File: src/dse_cfg.svh
`ifndef DSE_CFG_SVH
`define DSE_CFG_SVH

// sense byte 0 bit positions touched by this block
`define DSE_B0_CMD_REJECT     0
`define DSE_B0_EQUIP_CHECK    3
`define DSE_B0_DATA_CHECK     4
`define DSE_B0_TRACK_COND     6
`define DSE_B0_SEEK_CHECK     7

// sense byte 1 bit positions
`define DSE_B1_COUNT_CHECK    0
`define DSE_B1_TRACK_OVERRUN  1
`define DSE_B1_END_OF_CYL     2
`define DSE_B1_INVALID_SEQ    3
`define DSE_B1_NO_RECORD      4
`define DSE_B1_FILE_PROT      5
`define DSE_B1_MISSING_AM     6
`define DSE_B1_OVF_INCOMPLETE 7

// sense byte 2 bit positions
`define DSE_B2_UNSAFE         0
`define DSE_B2_SERDES         2
`define DSE_B2_ALU            4
`define DSE_B2_UNSELECTED     5
// bits 1, 3, 6 and 7 of byte 2 always read as zero
`define DSE_B2_USED_MASK      8'h35

// sense transfer
`define DSE_SENSE_LAST_IDX    3'h5
`define DSE_BYTE_RESET        8'h00

`endif

File: src/dse_pkg.sv
package dse_pkg;

    // command currently executing, as decoded by the command logic
    typedef enum logic [4:0] {
        OP_IDLE,
        OP_READ_HA,
        OP_READ_R0,
        OP_READ_CKD,
        OP_READ_COUNT,
        OP_SEARCH_ID,
        OP_SEARCH_OTHER,
        OP_WRITE_R0,
        OP_WRITE_CKD,
        OP_WRITE_KD,
        OP_WRITE_D,
        OP_WRITE_OTHER,
        OP_SPACE_COUNT,
        OP_SENSE,
        OP_SET_MASK,
        OP_SEEK,
        OP_CONTROL
    } dse_op_e;

    // reason an overflow record could not continue
    typedef enum logic [2:0] {
        OVF_BAD_TRACK,
        OVF_FROM_ALT,
        OVF_PROTECTED,
        OVF_WRONG_HEAD,
        OVF_END_CYL
    } dse_ovf_e;

    // sense transfer sequencer
    typedef enum logic [0:0] {
        SEND_IDLE,
        SEND_BUSY
    } dse_send_e;

endpackage

File: src/dse_ixp_if.sv
// link between the sense logic and the index-passed tracker
interface dse_ixp_if;
    logic ce;         // clock enable, shared freeze
    logic indexEdge;  // one pulse per filtered index point
    logic clrLatch;   // any cause that drops the latch
    logic nrfCheck;   // single-track read or search, not exempt
    logic latchOn;    // index-passed latch
    logic nrfHit;     // index seen with latch already on

    modport host (
        output ce,
        output indexEdge,
        output clrLatch,
        output nrfCheck,
        input  latchOn,
        input  nrfHit
    );

    modport track (
        input  ce,
        input  indexEdge,
        input  clrLatch,
        input  nrfCheck,
        output latchOn,
        output nrfHit
    );
endinterface

File: src/dse_sense_top.sv
`include "dse_cfg.svh"

// Contract
// - count field error sets checks, ends operation
// - index before write completes sets overrun
// - reading back overrun record never sets it
// - end of cylinder mid chain sets bit
// - illegal chains set invalid sequence, reject
// - index point turns index latch on
// - ha/data read, write, sense, control, unchain clear
// - second index on single-track search: no record
// - space count no mark, missing ha/r0
// - read data commands clear at data field
// - mask violation sets protected; write rejects
// - equal flag bit 0 means missing mark
// - missing mark sets bit and data check
// - overflow incomplete plus its cause bit
// - drive malfunctions set unsafe
// - lost or gained write bit: serdes check
// - microprogram impossible state sets alu check
// - status line without selection: unselected status
// - sense command sends all six bytes
module dse_sense_top #(
    parameter int ST_W       = 8,    // drive status lines
    parameter int HEAD_W     = 10,   // head select lines
    parameter int MOD_W      = 8,    // drive module select lines
    parameter bit OVF_OPTION = 1'b1  // record overflow feature fitted
) (
    input  wire logic             clk,
    input  wire logic             reset,
    input  wire logic             clkEn,
    input  wire logic             cmdStart,
    input  dse_pkg::dse_op_e      cmdOp,
    input  wire logic             cmdMultitrack,
    input  wire logic             chainActive,
    input  wire logic             countFieldErr,
    input  wire logic             writeActive,
    input  wire logic             endOfCylHit,
    input  wire logic             headSwitchReq,
    input  wire logic             invalidSeqHit,
    input  wire logic             haFieldRead,
    input  wire logic             dataFieldRead,
    input  wire logic             addrMarkFound,
    input  wire logic             haR0Missing,
    input  wire logic             maskViolation,
    input  wire logic             maskWriteViol,
    input  wire logic             flagValid,
    input  wire logic             flagBit0,
    input  wire logic             ovfEvent,
    input  dse_pkg::dse_ovf_e     ovfCause,
    input  wire logic             serdesErr,
    input  wire logic             aluErr,
    input  wire logic             idxPin,
    input  wire logic [ST_W-1:0]  statusPins,
    input  wire logic [HEAD_W-1:0] headSelPins,
    input  wire logic [MOD_W-1:0] moduleSelPins,
    input  wire logic             readGatePin,
    input  wire logic             writeGatePin,
    input  wire logic             writeDriverPin,
    input  wire logic             eraseGatePin,
    input  wire logic             eraseDriverPin,
    output logic [7:0]            senseData,
    output logic                  senseValid,
    output logic [2:0]            senseIndex,
    output logic                  senseLast,
    output logic                  endOperation,
    output logic                  indexPassed,
    output logic [7:0]            senseConditionSecondByte,
    output logic [7:0]            senseEquipmentThirdByte
);
    import dse_pkg::*;

    // filtered pin vector layout, index in bit 0
    localparam int ST_LO = 1;
    localparam int HD_LO = ST_LO + ST_W;
    localparam int MD_LO = HD_LO + HEAD_W;
    localparam int GT_LO = MD_LO + MOD_W;
    localparam int PIN_W = GT_LO + 5;

    typedef struct packed {
        logic [PIN_W-1:0] sync1;     // first stage, read by sync2 only
        logic [PIN_W-1:0] sync2;
        logic [PIN_W-1:0] sync3;
        logic [PIN_W-1:0] pinF;      // agreed pin levels
        logic             idxPrev;   // for index edge
        logic             chainPrev; // for chain break detection
        logic [7:0]       b0;        // sense byte 0 (bits we own)
        logic [7:0]       b1;        // sense byte 1
        logic [7:0]       b2;        // sense byte 2
        logic             maskSeen;  // file mask already set in chain
        logic             seekSeen;  // seek done in chain
        logic             writeSeen; // write done in chain
        logic             haPassed;  // home address passed this command
        logic             amSeen;    // address mark found this command
        logic             lastFlag;  // flag bit 0 of previous record
        logic             haveFlag;  // lastFlag is meaningful
        dse_op_e          op;        // command in effect
        logic             mt;        // its multitrack bit
        dse_send_e        send;
        logic [2:0]       idx;
        logic [2:0]       outIdx;    // index of the byte now in data
        logic [7:0]       data;
        logic             valid;
        logic             last;
        logic             endOp;
    } dse_state_s;

    dse_state_s st;   // registered state
    dse_state_s stD;  // next state

    dse_ixp_if ixp ();  // link to the index tracker

    // write-type commands, used for overrun, chain rules and latch clear
    function automatic logic isWrite(input dse_op_e op);
        return op inside {OP_WRITE_R0, OP_WRITE_CKD, OP_WRITE_KD,
                          OP_WRITE_D, OP_WRITE_OTHER};
    endfunction

    // read or search commands
    function automatic logic isReadSearch(input dse_op_e op);
        return op inside {OP_READ_HA, OP_READ_R0, OP_READ_CKD,
                          OP_READ_COUNT, OP_SEARCH_ID, OP_SEARCH_OTHER};
    endfunction

    logic             indexEdge;    // rising edge of the agreed index
    logic             chainBroken;  // chaining dropped this cycle
    logic             clrCmd;       // write, sense, seek, set mask or control command
    logic             startSense;
    logic             overrunOp;
    logic [HEAD_W-1:0] headF;
    logic [MOD_W-1:0] modF;
    logic [ST_W-1:0]  statF;
    logic [4:0]       gateF;        // erase drv, erase gate, wr drv, wr, rd
    logic [7:0]       set0;
    logic [7:0]       set1;
    logic [7:0]       set2;
    logic             clrSense;

    assign headF       = st.pinF[HD_LO +: HEAD_W];
    assign modF        = st.pinF[MD_LO +: MOD_W];
    assign statF       = st.pinF[ST_LO +: ST_W];
    assign gateF       = st.pinF[GT_LO +: 5];
    assign indexEdge   = st.pinF[0] & ~st.idxPrev;
    assign chainBroken = st.chainPrev & ~chainActive;
    assign startSense  = cmdStart & (cmdOp == OP_SENSE);
    assign clrCmd      = cmdStart & (isWrite(cmdOp) | (cmdOp == OP_SENSE) |
                         (cmdOp inside {OP_SEEK, OP_SET_MASK, OP_CONTROL}));
    // read-back of a short record is a read, so it never counts here
    assign overrunOp   = isWrite(st.op) | (st.op == OP_SPACE_COUNT);

    // tracker hookup; data field read also covers read ckd/kd/data
    assign ixp.ce        = clkEn;
    assign ixp.indexEdge = indexEdge;
    assign ixp.clrLatch  = haFieldRead | dataFieldRead | clrCmd
                         | chainBroken;
    assign ixp.nrfCheck  = isReadSearch(st.op) & ~st.mt
                         & ~(st.op inside {OP_READ_HA, OP_READ_R0});

    dse_index_track u_track (
        .clk   (clk),
        .reset (reset),
        .ixp   (ixp)
    );

    // collect every set event of this cycle
    always_comb begin
        set0 = '0;
        set1 = '0;
        set2 = '0;
        if (countFieldErr) begin
            set1[`DSE_B1_COUNT_CHECK] = 1'b1;
            set0[`DSE_B0_DATA_CHECK]  = 1'b1;
        end
        if (indexEdge && writeActive && overrunOp) begin
            set1[`DSE_B1_TRACK_OVERRUN] = 1'b1;
        end
        if (endOfCylHit && chainActive) begin
            set1[`DSE_B1_END_OF_CYL] = 1'b1;
        end
        // illegal chains; the set file mask and space count checks
        // look at what came before in the same chain
        if ((cmdStart && cmdOp == OP_SET_MASK && st.maskSeen) ||
            (cmdStart && cmdOp == OP_SPACE_COUNT && st.writeSeen) ||
            (headSwitchReq && !st.seekSeen) || invalidSeqHit) begin
            set1[`DSE_B1_INVALID_SEQ] = 1'b1;
            set0[`DSE_B0_CMD_REJECT]  = 1'b1;
        end
        if (ixp.nrfHit) begin
            set1[`DSE_B1_NO_RECORD] = 1'b1;
        end
        if (indexEdge && st.op == OP_SPACE_COUNT && st.haPassed &&
            !st.amSeen) begin
            set1[`DSE_B1_NO_RECORD] = 1'b1;
        end
        if (haR0Missing) begin
            set1[`DSE_B1_NO_RECORD]  = 1'b1;
            set1[`DSE_B1_MISSING_AM] = 1'b1;
        end
        // reads and searches only count when multitrack
        if (maskViolation && (st.op == OP_SEEK || isWrite(st.op) ||
            (isReadSearch(st.op) && st.mt))) begin
            set1[`DSE_B1_FILE_PROT] = 1'b1;
            if (maskWriteViol) begin
                set0[`DSE_B0_CMD_REJECT] = 1'b1;
            end
        end
        // search id is allowed to skip over the gap silently
        if (flagValid && st.haveFlag && (flagBit0 == st.lastFlag) &&
            st.op != OP_SEARCH_ID) begin
            set1[`DSE_B1_MISSING_AM] = 1'b1;
            set0[`DSE_B0_DATA_CHECK] = 1'b1;
        end
        if (OVF_OPTION && ovfEvent) begin
            set1[`DSE_B1_OVF_INCOMPLETE] = 1'b1;
            case (ovfCause)
                OVF_BAD_TRACK, OVF_FROM_ALT: begin
                    set0[`DSE_B0_TRACK_COND] = 1'b1;
                end
                OVF_PROTECTED: begin
                    set1[`DSE_B1_FILE_PROT] = 1'b1;
                end
                OVF_WRONG_HEAD: begin
                    set0[`DSE_B0_SEEK_CHECK] = 1'b1;
                end
                OVF_END_CYL: begin
                    set1[`DSE_B1_END_OF_CYL] = 1'b1;
                end
                default: begin
                    set0[`DSE_B0_TRACK_COND] = 1'b1;
                end
            endcase
        end
        // unsafe: several heads, read with write, gate/driver disagree
        if (((headF & (headF - {{(HEAD_W-1){1'b0}}, 1'b1})) != '0) ||
            (gateF[0] && gateF[1]) || (gateF[1] != gateF[2]) ||
            (gateF[3] != gateF[4])) begin
            set2[`DSE_B2_UNSAFE] = 1'b1;
        end
        if (serdesErr) begin
            set2[`DSE_B2_SERDES] = 1'b1;
        end
        if (aluErr) begin
            set2[`DSE_B2_ALU] = 1'b1;
        end
        if ((statF != '0) && (modF == '0)) begin
            set2[`DSE_B2_UNSELECTED] = 1'b1;
        end
        // any byte 2 condition is an equipment check in byte 0
        if (set2 != '0) begin
            set0[`DSE_B0_EQUIP_CHECK] = 1'b1;
        end
    end

    // sense bytes are dropped once all six have gone out
    assign clrSense = (st.send == SEND_BUSY) &&
                      (st.idx == `DSE_SENSE_LAST_IDX);

    // next state; sets always override the sense clear
    always_comb begin
        stD = st;
        if (clkEn) begin
            // three stages; a change is taken once stages 2 and 3 agree
            stD.sync1 = {eraseDriverPin, eraseGatePin, writeDriverPin,
                         writeGatePin, readGatePin, moduleSelPins,
                         headSelPins, statusPins, idxPin};
            stD.sync2 = st.sync1;
            stD.sync3 = st.sync2;
            stD.pinF  = (st.sync2 & st.sync3) |
                        ((st.sync2 ^ st.sync3) & st.pinF);
            stD.idxPrev   = st.pinF[0];
            stD.chainPrev = chainActive;
            stD.b0 = (clrSense ? `DSE_BYTE_RESET : st.b0) | set0;
            stD.b1 = (clrSense ? `DSE_BYTE_RESET : st.b1) | set1;
            stD.b2 = ((clrSense ? `DSE_BYTE_RESET : st.b2) | set2)
                   & `DSE_B2_USED_MASK;
            stD.endOp = countFieldErr;
            // chain history restarts whenever chaining lapses
            if (!chainActive) begin
                stD.maskSeen  = 1'b0;
                stD.seekSeen  = 1'b0;
                stD.writeSeen = 1'b0;
            end else if (cmdStart) begin
                stD.maskSeen  = st.maskSeen  | (cmdOp == OP_SET_MASK);
                stD.seekSeen  = st.seekSeen  | (cmdOp == OP_SEEK);
                stD.writeSeen = st.writeSeen | isWrite(cmdOp);
            end
            if (cmdStart) begin
                stD.op       = cmdOp;
                stD.mt       = cmdMultitrack;
                stD.haPassed = 1'b0;
                stD.amSeen   = 1'b0;
            end else begin
                stD.haPassed = st.haPassed | haFieldRead;
                stD.amSeen   = st.amSeen | addrMarkFound;
            end
            // flag parity history restarts with each revolution
            if (indexEdge) begin
                stD.haveFlag = 1'b0;
            end else if (flagValid) begin
                stD.haveFlag = 1'b1;
                stD.lastFlag = flagBit0;
            end
            // sense transfer: one byte per enabled cycle, bytes 0..5
            case (st.send)
                SEND_IDLE: begin
                    stD.valid = 1'b0;
                    stD.last  = 1'b0;
                    if (startSense) begin
                        stD.send = SEND_BUSY;
                        stD.idx  = 3'h0;
                    end
                end
                SEND_BUSY: begin
                    stD.valid = 1'b1;
                    stD.last  = clrSense;
                    stD.outIdx = st.idx;
                    case (st.idx)
                        3'h0:    stD.data = st.b0;
                        3'h1:    stD.data = st.b1;
                        3'h2:    stD.data = st.b2 & `DSE_B2_USED_MASK;
                        default: stD.data = `DSE_BYTE_RESET;
                    endcase
                    stD.idx = st.idx + 3'h1;
                    if (clrSense) begin
                        stD.send = SEND_IDLE;
                    end
                end
                default: begin
                    stD.send = SEND_IDLE;
                end
            endcase
        end
    end

    // state register; the enable acts in the next-state logic
    always_ff @(posedge clk) begin
        if (reset) begin
            st <= '0;
        end else begin
            st <= stD;
        end
    end

    assign senseData = st.data;
    assign senseValid = st.valid;
    assign senseIndex = st.outIdx;
    assign senseLast = st.last;
    assign endOperation = st.endOp;
    assign indexPassed = ixp.latchOn;
    assign senseConditionSecondByte = st.b1;
    assign senseEquipmentThirdByte = st.b2;

    count_check_a: assert property (@(posedge clk) disable iff (reset)
        clkEn && countFieldErr |=> st.b1[`DSE_B1_COUNT_CHECK] && st.endOp)
        else $error("count check not set");
    invalid_seq_a: assert property (@(posedge clk) disable iff (reset)
        clkEn && invalidSeqHit |=> st.b1[`DSE_B1_INVALID_SEQ])
        else $error("invalid sequence not set");
    sense_last_a: assert property (@(posedge clk) disable iff (reset)
        clkEn && st.send == SEND_BUSY && st.idx == `DSE_SENSE_LAST_IDX
        |=> senseLast && senseValid)
        else $error("sixth byte not last");
endmodule

File: src/dse_index_track.sv
module dse_index_track (
    input wire logic  clk,
    input wire logic  reset,
    dse_ixp_if.track  ixp
);
    import dse_pkg::*;

    typedef struct packed {
        logic latchOn;  // index passed since last clearing event
        logic nrfHit;   // one-cycle no-record-found pulse
    } dse_trk_s;

    dse_trk_s st;   // registered state
    dse_trk_s stD;  // next state

    // the index edge wins over a clear in the same cycle so no pass is lost
    always_comb begin
        stD = st;
        if (ixp.ce) begin
            // latch value before this index decides the hit
            stD.nrfHit = ixp.indexEdge & ixp.nrfCheck & st.latchOn;
            if (ixp.indexEdge) begin
                stD.latchOn = 1'b1;
            end else if (ixp.clrLatch) begin
                stD.latchOn = 1'b0;
            end
        end
    end

    // state register
    always_ff @(posedge clk) begin
        if (reset) begin
            st <= '0;
        end else begin
            st <= stD;
        end
    end

    assign ixp.latchOn = st.latchOn;
    assign ixp.nrfHit  = st.nrfHit;

    latch_set_a: assert property (@(posedge clk) disable iff (reset)
        ixp.ce && ixp.indexEdge |=> ixp.latchOn)
        else $error("index did not set the latch");

    latch_clear_a: assert property (@(posedge clk) disable iff (reset)
        ixp.ce && ixp.clrLatch && !ixp.indexEdge |=> !ixp.latchOn)
        else $error("index latch not cleared");

    nrf_pulse_a: assert property (@(posedge clk) disable iff (reset)
        ixp.ce && ixp.indexEdge && ixp.nrfCheck && ixp.latchOn
        |=> ixp.nrfHit)
        else $error("second index did not flag no record");
endmodule

File: config.mk
export PLATFORM = sky130hd
export DESIGN_NAME = dse_sense_top
export DESIGN_NICKNAME = d
export VERILOG_FILES = /design/src/dse_pkg.sv /design/src/dse_ixp_if.sv /design/src/dse_sense_top.sv /design/src/dse_index_track.sv
export VERILOG_INCLUDE_DIRS = /design/src
export SDC_FILE = /design/constraint.sdc
export NUM_CORES = 1
export LEC_CHECK = 0
export ABC_AREA = 0
export BUFFER_PORTS_ARGS = -buffer_cell sky130_fd_sc_hd__buf_2
export CAP_MARGIN = 15
export CORE_ASPECT_RATIO = 2
export CORE_UTILIZATION = 65
export CTS_BUF_LIST = sky130_fd_sc_hd__clkbuf_2 sky130_fd_sc_hd__clkbuf_4 sky130_fd_sc_hd__clkbuf_8
export DETAILED_ROUTE_END_ITERATION = 7
export GPL_TIMING_DRIVEN = 0
export PLACE_DENSITY = 0.85
export SYNTH_ARGS = -nofsm -noshare
export SYNTH_HDL_FRONTEND = slang
export SYNTH_SLANG_ARGS = --single-unit
File: constraint.sdc
create_clock -name clk -period 2.7 [get_ports clk]
set_clock_uncertainty 0.05 [all_clocks]
set_input_delay 0.54 -clock clk [delete_from_list [all_inputs] [get_ports clk]]
set_output_delay 0.54 -clock clk [all_outputs]
set_load 0.01 [all_outputs]
==> metrics.cfg, run 1 <==
[layout]
n_fill_cell = 838
final_layout_size_suffix_gt1_share_pct = 19.0
final-seq-area_mm2 = 0.00360
diodes = 0
area_growth_pct = 13.2
multi_input_area_mm2 = 0.00349
nets = 998

[cts]
htreeDepth = 4
cts_resized = 0
ctsHoldBuffers = 0
cts_setup_buffers = 0
tritoncts = yes
clock_latency_ns = 0.46
root_buffer = clkbuf_8
numCtsBuffers = 17
clkSinkCount = 180
clk_pin_slew_ns = 0.10
cts.path.max_buffers = 2

[timing]
slew_violations = 0
hold_viol_final = 0
max_freq_mhz = 484
timing.final.crit_share_pct = 76.5
setup_tns_ns = 0
setup_ws_ns = 0.634
fin_crit_ns = 2.07
setup_viol = 0
worst_slew_pin_slew_ns = 0.752
maxSlewHeadroom_pct = 49.9
rsz0062_at_grt = no

[floorplanning]
start_util_pct = 66.9
die_y_um = 154
io_pins = 93
die_area_mm2 = 0.0121
coreArea_mm2 = 0.0113
rows = 55
die_w_um = 78.2

[logic_synthesis]
synth_seq_cells = 180
synthArstFlopShare_pct = 0
yosysTopAreaCell = dfxtp_1
synth.most_common_cell = dfxtp_1
yosysWarnings = 0
ys_types = 56
synth_commonest_cells = 180 x dfxtp_1, 125 x nor2_1, 101 x mux2i_1
syn_inst = 792
avgSynthCellArea_um2 = 9.53
synth_edf_count = 0
synthesis.area_mm2 = 0.00755
ys_dominant_reg_cell = dfxtp_1
synth_area_leaders = dfxtp_1 48%, mux2i_1 13%, nor2_1 6.2%, ha_1 6.0%, a21oi_1 3.7%
post-synth-top-area-fraction_pct = 47.8
synth_seq_area_share_pct = 47.8

[drt]
vias = 6241
wl_mm = 18.3
initialDrtViolationCount = 252
ant_nets = 0
drcViolationCount = 0
first_pass_iters = 5
detail_route.vias_per_cell = 5.93
wire_per_inst_um = 17.3

[critical_path]
required_ns = 2.95
worst-path-buf-inv = 1
critPathKind = register to register
crit_path_max_fanout = 10
path_delay_family = simple AND/OR/NAND/NOR gates
crit_path_start_kind = register
cpPeakStageDelay_ns = 0.45
arrival_ns = 2.32
cp_slowest_cell = dfxtp_1
crit_chain = ha_1, clkbuf_1, nand3_1, nand3b_1, o311ai_0
crit_path_end_kind = register

[hold_path]
min_path_type = input port to register

[pwr]
p_leak_nw = 3.87
power.density_mw_per_mm2 = 586
ir_worst_vdd_mv = 0.478

[global_routing]
grt_pass1_wl_mm = 29.4
grt_pass1_vias = 6366
track_usage_pct = 31.6
antenna_found_initial = 0
grt_max_degree = 17
grt-ovfl-total = 0

[placed_design]
gp_congestion = 0.970
portBuffers = 86
place.detailed.hpwl_mm = 13.6
place_ws_ns = 0.633

[outcome]
status = completed

[flow_run]
cap_violations = 0

## sequential cells by signal, summed over array words and instances, names as in the netlist, 3 cells and up
name	count
st	129
senseConditionSecondByte	8
senseIndex	3
gateF	5
senseEquipmentThirdByte	4
headF	10
modF	8
senseData	8
## where the power goes
part	switching, mW	internal (mW)	leakage, nW
sequential	0.0599	2.73	1.46
clock	0.960	0.822	0.173
combinational	0.243	0.186	2.23
total	1.26	3.74	3.87
## worst reg2reg max path: cells and delay by family, from the launching register on
| kind | cells | cell delay (ns) |
|---|---|---|
| AO/OA/AOI/OAI | 1 | 0.14 |
| adder cells (fa/ha/maj) | 1 | 0.25 |
| buffers and inverters | 1 | 0.41 |
| flip-flops | 1 | 0.45 |
| AND/OR/NAND/NOR | 2 | 0.61 |
## metal layers
metal / vias to the layer above / share of wire [%] / global-route usage, % / wire length [µm]
li1: 2941 / - / - / -
met5: - / 0 / 0 / 0
met3: 93 / 4.5 / 6.14 / 822
met2: 251 / 53 / 58.1 / 9690
met4: 0 / 7.4 / 24.7 / 1360
met1: 2956 / 35 / 29.6 / 6400
## cell usage in the layout (no fill, tap or decap), types with 3 or more instances in the layout
| cell | count |
|---|---|
| buf_2 | 102 |
| buf_4 | 34 |
| nand3b_1 | 5 |
| nor2b_1 | 5 |
| a22oi_1 | 10 |
| nor2_1 | 125 |
| dfxtp_1 | 180 |
| conb_1 | 4 |
| a21oi_1 | 56 |
| o31ai_1 | 5 |
| nand4b_1 | 4 |
| mux2i_1 | 101 |
| o21ai_0 | 38 |
| nor4_1 | 5 |
| a22o_1 | 11 |
| ha_1 | 36 |
| nand3_1 | 4 |
| a2bb2oi_1 | 3 |
| inv_1 | 8 |
| nor3_1 | 5 |
| a31oi_1 | 3 |
| nand2_1 | 68 |
| a211oi_1 | 4 |
| clkbuf_1 | 23 |
| clkinvlp_4 | 6 |
| clkbuf_8 | 17 |
## final timing paths
| check | startpoint | end | slack [ns] | cells past startpoint |
|---|---|---|---|---|
| setup reg to reg | st[14] | st[47] | 0.63 | 5 |
| hold reg to reg | senseIndex[2] | senseIndex[2] | 0.42 | 2 |
| setup / recovery | st[14] | st[47] | 0.63 | 5 |
| hold / removal | aluErr | senseEquipmentThirdByte[4] | 0.26 | 2 |
## area by class of cell
cell class	instances	area share, %
flip-flops and latches	180	42.2
multi-input cells	532	40.8
plain buffers	75	5.11
repair buffers	86	5.04
clock buffers	18	2.83
well taps	142	2.08
clock inverters	12	1.55
inverters	8	0.352
## metrics by stage
step           power (mW)  instances  hold slack, ns  area [µm²]  util, %
6_report             5.00       1053           0.259        8540     75.7
5_1_grt              5.18       1053           0.254        8540     75.7
2_1_floorplan        3.11        795           0.375        7560        -
4_1_cts              5.01       1053           0.251        8540     75.7
3_5_place_dp         3.27       1023           0.402        8170     72.4
3_3_place_gp         3.25       1023           0.391        8170     72.4
## logic make-up (layout without fill, tap and decap cells)
logic type                 Yosys count  in the layout  synth area share, %
muxes                              101            101                 13.4
buffers and inverters               83            199                 6.18
DFF                                180            180                 47.8
AOI/OAI and AO/OA                  149            149                 12.5
and+or+nand+nor                    239            239                 13.8
adders and majority gates           36             36                 5.97
other                                1              4               0.0497
xor gates and xnor gates             3              3                0.348
(Power assumes the default switching activity.)
==> run 2: changes to the inputs <==
Settings changed: CORE_UTILIZATION 65 to 60, PLACE_DENSITY 0.85 to 0.79.
Clock period 2.7 ns to 2.15 ns, I/O delays scaled along.
==> metrics.cfg, run 2 (synthesis gave the netlist of run 1 again) <==
[global_routing]
grt_max_degree = 17  ; unchanged
grt-ovfl-total = 0  ; unchanged
grt_pass1_wl_mm = 28.7  ; -2.4%
track_usage_pct = 29.1  ; -2.5 points
antenna_found_initial = 0  ; unchanged
grt_pass1_vias = 6073  ; -4.6%

[hold_path]
min_path_type = input port to register
min_to = st[163]
hold_path_depth = 3  ; +1
min_from = headSelPins[1]

[timing]
hold_viol_final = 0  ; unchanged
max_freq_mhz = 508  ; +5.0%
setup_viol = 0  ; unchanged
maxSlewHeadroom_pct = 44.8  ; -5.1 points
worst_slew_pin_slew_ns = 0.821  ; +0.0689 ns
rsz0062_at_grt = no
fin_crit_ns = 1.97  ; -0.0985 ns
timing.final.crit_share_pct = 91.5  ; +15 points
slew_violations = 0  ; unchanged
setup_tns_ns = 0  ; unchanged

[floorplanning]
io_pins = 93  ; unchanged
die_w_um = 81.3  ; +4.0%
rows = 57  ; +3.6%
start_util_pct = 61.9  ; -5.0 points
die_area_mm2 = 0.0131  ; +8.2%
coreArea_mm2 = 0.0122  ; +8.1%
die_y_um = 161  ; +4.0%

[pwr]
ir_worst_vdd_mv = 0.631  ; +32%
power.total_mw = 6.46  ; +29%
p_leak_nw = 3.90  ; +0.76%
power.density_mw_per_mm2 = 753  ; +28%

[layout]
regMostFlops = st
diodes = 0  ; unchanged
largest_register_ffs = 129  ; unchanged
final_layout_size_suffix_gt1_share_pct = 19.1  ; +0.089 points
n_fill_cell = 993  ; +18%
nets = 998  ; unchanged
layout_commonest_cell = dfxtp_1
final_cell_mix = 180 x dfxtp_1, 125 x nor2_1, 102 x buf_2
area_growth_pct = 13.8

[cts]
cts_resized = 0  ; unchanged
htreeDepth = 4  ; unchanged
root_buffer = clkbuf_8
ctsHoldBuffers = 0  ; unchanged
cts_setup_buffers = 0  ; unchanged
clk_pin_slew_ns = 0.10  ; about the same
cts.path.max_buffers = 2  ; unchanged
tritoncts = yes
clock_latency_ns = 0.45  ; about the same
clkSinkCount = 180  ; unchanged
numCtsBuffers = 17  ; unchanged

[critical_path]
r2r_end = st[50]
arrival_ns = 2.25  ; -0.07 ns
crit_path_start_kind = register
crit_path_max_fanout = 2  ; -8
required_ns = 2.43  ; -0.52 ns
critPathKind = register to register
r2r_cells = 4  ; -1
regToRegSetupSlack_ns = 0.18  ; -0.45 ns
crit_path_end_kind = register
rr_startpoint = st[62]

[placed_design]
portBuffers = 86  ; unchanged
gp_congestion = 0.901  ; -7.1%
place.detailed.hpwl_mm = 13.6  ; about the same

[outcome]
status = completed

[flow_run]
cap_violations = 0  ; unchanged

[drt]
wire_per_inst_um = 17.0  ; -2.0%
vias = 6119  ; -2.0%
ant_nets = 0  ; unchanged
detail_route.vias_per_cell = 5.78  ; -2.5%
wl_mm = 18.0  ; -1.4%
drcViolationCount = 0  ; unchanged
first_pass_iters = 5  ; unchanged
initialDrtViolationCount = 211  ; -16%

-- run 2: cell count changes in the layout (fill, tap and decap cells not counted), sizes merged --
cell	before	now
clkinv	2	1
inv	10	14
clkinvlp	6	3
bufinv	2	3
-- run 2: worst max-delay path, cell delays in order (launching register included) --
cell and delay, ns:
dfxtp_1 0.33, nor4_1 0.72, a211oi_2 0.20, a2111oi_1 0.44, a21oi_1 0.12
-- run 2: layout make-up --
cell class | instances | area [µm²] | share of cell area (%)
Tap cell | 147 | 184 | 2.14
Clock buffer | 18 | 241 | 2.81
Buffer | 75 | 437 | 5.09
Sequential cell | 180 | 3600 | 42.0
Inverter | 8 | 30.0 | 0.350
Multi-Input combinational cell | 532 | 3490 | 40.6
Timing Repair Buffer | 86 | 430 | 5.01
Clock inverter | 13 | 173 | 2.01
-- run 2: worst max-delay path by stage --
| stage | from | endpoint | slack [ns] | cells past startpoint |
|---|---|---|---|---|
| finish | st[62] | st[50] | 0.18 | 4 |
| global route | st[14] | st[47] | 0.10 | 5 |
| CTS | st[62] | st[50] | 0.21 | 4 |
| detailed placement | reset | st[54] | 0.15 | 4 |
| global placement | reset | senseLast | 0.21 | 4 |
| floorplan | clkEn | st[50] | 0.61 | 6 |
-- run 2: through the flow --
step	utilization, %	area, µm²	cells	setup slack (ns)	hold WS (ns)
2_1_floorplan	-	7560	795	0.606	0.375
3_3_place_gp	67.0	8170	1028	0.210	0.392
3_5_place_dp	67.0	8170	1028	0.145	0.400
4_1_cts	70.4	8590	1059	0.208	0.136
5_1_grt	70.4	8590	1059	0.104	0.147
6_report	70.4	8590	1059	0.183	0.153
-- run 2: power by group --
group	leakage [nW]	internal (mW)	switching, mW
combinational	2.23	0.232	0.300
sequential	1.46	3.43	0.0729
clock	0.202	1.18	1.25
total	3.90	4.84	1.62
-- run 2: layer usage --
metal  wire, µm  global-route usage [%]
met1       6550                    28.4
met3        676                    4.38
met5          0                       0
met4       1000                    18.3
met2       9790                    54.1
==> run 3: changes to the inputs <==
Settings changed: PLACE_DENSITY 0.79 to 0.88.
==> metrics.cfg, run 3 (synthesis gave the netlist of run 1 again) <==
[global_routing]
grt_pass1_vias = 6076  ; +0.049%
grt-ovfl-total = 0  ; unchanged
antenna_found_initial = 0  ; unchanged
track_usage_pct = 28.9  ; -0.22 points
grt_max_degree = 17  ; unchanged
grt_pass1_wl_mm = 28.6  ; -0.36%

[layout]
final_cells = 1060  ; +0.094%
n_fill_cell = 908  ; -8.6%
largest_register_ffs = 129  ; unchanged
nets = 998  ; unchanged
final_cell_mix = 180 x dfxtp_1, 125 x nor2_1, 102 x buf_2
final_layout_size_suffix_gt1_share_pct = 19.2  ; +0.089 points
layout_commonest_cell = dfxtp_1
diodes = 0  ; unchanged
area_growth_pct = 14.3
utilization_pct = 70.7  ; +0.30 points
regMostFlops = st

[flow_run]
cap_violations = 0  ; unchanged

[timing]
whs_ns = 0.127  ; -0.0254 ns
setup_tns_ns = 0  ; unchanged
fin_crit_ns = 2.04  ; +0.0679 ns
timing.final.crit_share_pct = 94.7  ; +3.2 points
setup_ws_ns = 0.115  ; -0.0679 ns
max_freq_mhz = 491  ; -3.3%
setup_viol = 0  ; unchanged
slew_violations = 0  ; unchanged
hold_viol_final = 0  ; unchanged
rsz0062_at_grt = no
worst_slew_pin_slew_ns = 1.01  ; +0.189 ns
maxSlewHeadroom_pct = 32.1  ; -13 points

[critical_path]
crit_path_start_kind = register
worst-path-buf-inv = 0  ; unchanged
cpPeakStageDelay_ns = 0.87  ; +0.15 ns
crit_path_end_kind = register
crit_path_max_fanout = 2  ; unchanged
critPathKind = register to register
cp_slowest_cell = nor4_1
crit_chain = nor4_1, a211oi_2, a2111oi_1, a21oi_1
arrival_ns = 2.35  ; +0.10 ns
required_ns = 2.46  ; +0.03 ns
path_delay_family = simple AND/OR/NAND/NOR gates

[placed_design]
portBuffers = 86  ; unchanged
place.detailed.hpwl_mm = 13.0  ; -4.3%
gp_congestion = 0.863  ; -4.2%
place_ws_ns = 0.175  ; +0.0300 ns
dp.cells = 1028  ; unchanged

[floorplanning]
start_util_pct = 61.9  ; unchanged
die_w_um = 81.3  ; unchanged
coreArea_mm2 = 0.0122  ; unchanged
rows = 57  ; unchanged
io_pins = 93  ; unchanged
die_area_mm2 = 0.0131  ; unchanged
die_y_um = 161  ; unchanged

[drt]
ant_nets = 0  ; unchanged
detail_route.vias_per_cell = 5.78  ; about the same
wire_per_inst_um = 17.0  ; -0.33%
vias = 6126  ; +0.11%
first_pass_iters = 5  ; unchanged
initialDrtViolationCount = 332  ; +57%
drcViolationCount = 0  ; unchanged
wl_mm = 18.0  ; -0.23%

[pwr]
ir_worst_vdd_mv = 0.573  ; -9.2%
power.density_mw_per_mm2 = 766  ; +1.8%
p_leak_nw = 3.92  ; +0.61%

[cts]
root_buffer = clkbuf_8
clk_pin_slew_ns = 0.10  ; about the same
numCtsBuffers = 17  ; unchanged
clkSinkCount = 180  ; unchanged
tritoncts = yes
clock_latency_ns = 0.47  ; +0.02 ns
htreeDepth = 4  ; unchanged
cts_setup_buffers = 0  ; unchanged
ctsHoldBuffers = 0  ; unchanged
cts.path.max_buffers = 2  ; unchanged
cts_resized = 0  ; unchanged

[hold_path]
min_path_type = input port to register

[outcome]
status = completed

run 3: worst paths after layout:
path,slack [ns],depth (start not counted),end,from
setup reg to reg,0.11,4,st[50],st[62]
setup / recovery,0.11,4,st[50],st[62]
hold reg to reg,0.41,2,senseIndex[1],senseIndex[1]
hold / removal,0.13,2,senseEquipmentThirdByte[2],serdesErr
run 3: metrics by stage:
step	area, µm²	power, mW
finish	8620	6.61
global route	8620	6.80
CTS	8620	6.60
detailed placement	8170	4.11
global placement	8170	4.09
floorplan	7560	3.91
run 3: where the power goes:
part	switching, mW	internal (mW)
sequential	0.0735	3.43
combinational	0.303	0.233
clock	1.26	1.30
run 3: layout make-up:
| type | count | area (µm²) | share of cell area (%) |
|---|---|---|---|
| plain buffers | 75 | 437 | 5.06 |
| well taps | 147 | 184 | 2.13 |
| multi-input cells | 532 | 3490 | 40.4 |
| clock buffers | 21 | 289 | 3.35 |
| clock inverters | 11 | 161 | 1.87 |
| repair buffers | 86 | 430 | 4.99 |
| flip-flops and latches | 180 | 3600 | 41.8 |
| inverters | 8 | 30.0 | 0.348 |
run 3: per-layer routing:
| metal | track usage, % | share of wire (%) | vias up |
|---|---|---|---|
| met4 | 21.8 | 6.6 | 0 |
| met2 | 51.6 | 53 | 211 |
| met3 | 7.05 | 4.3 | 79 |
| met1 | 26.9 | 36 | 2890 |
| met5 | 0 | 0 | - |
| li1 | - | - | 2946 |
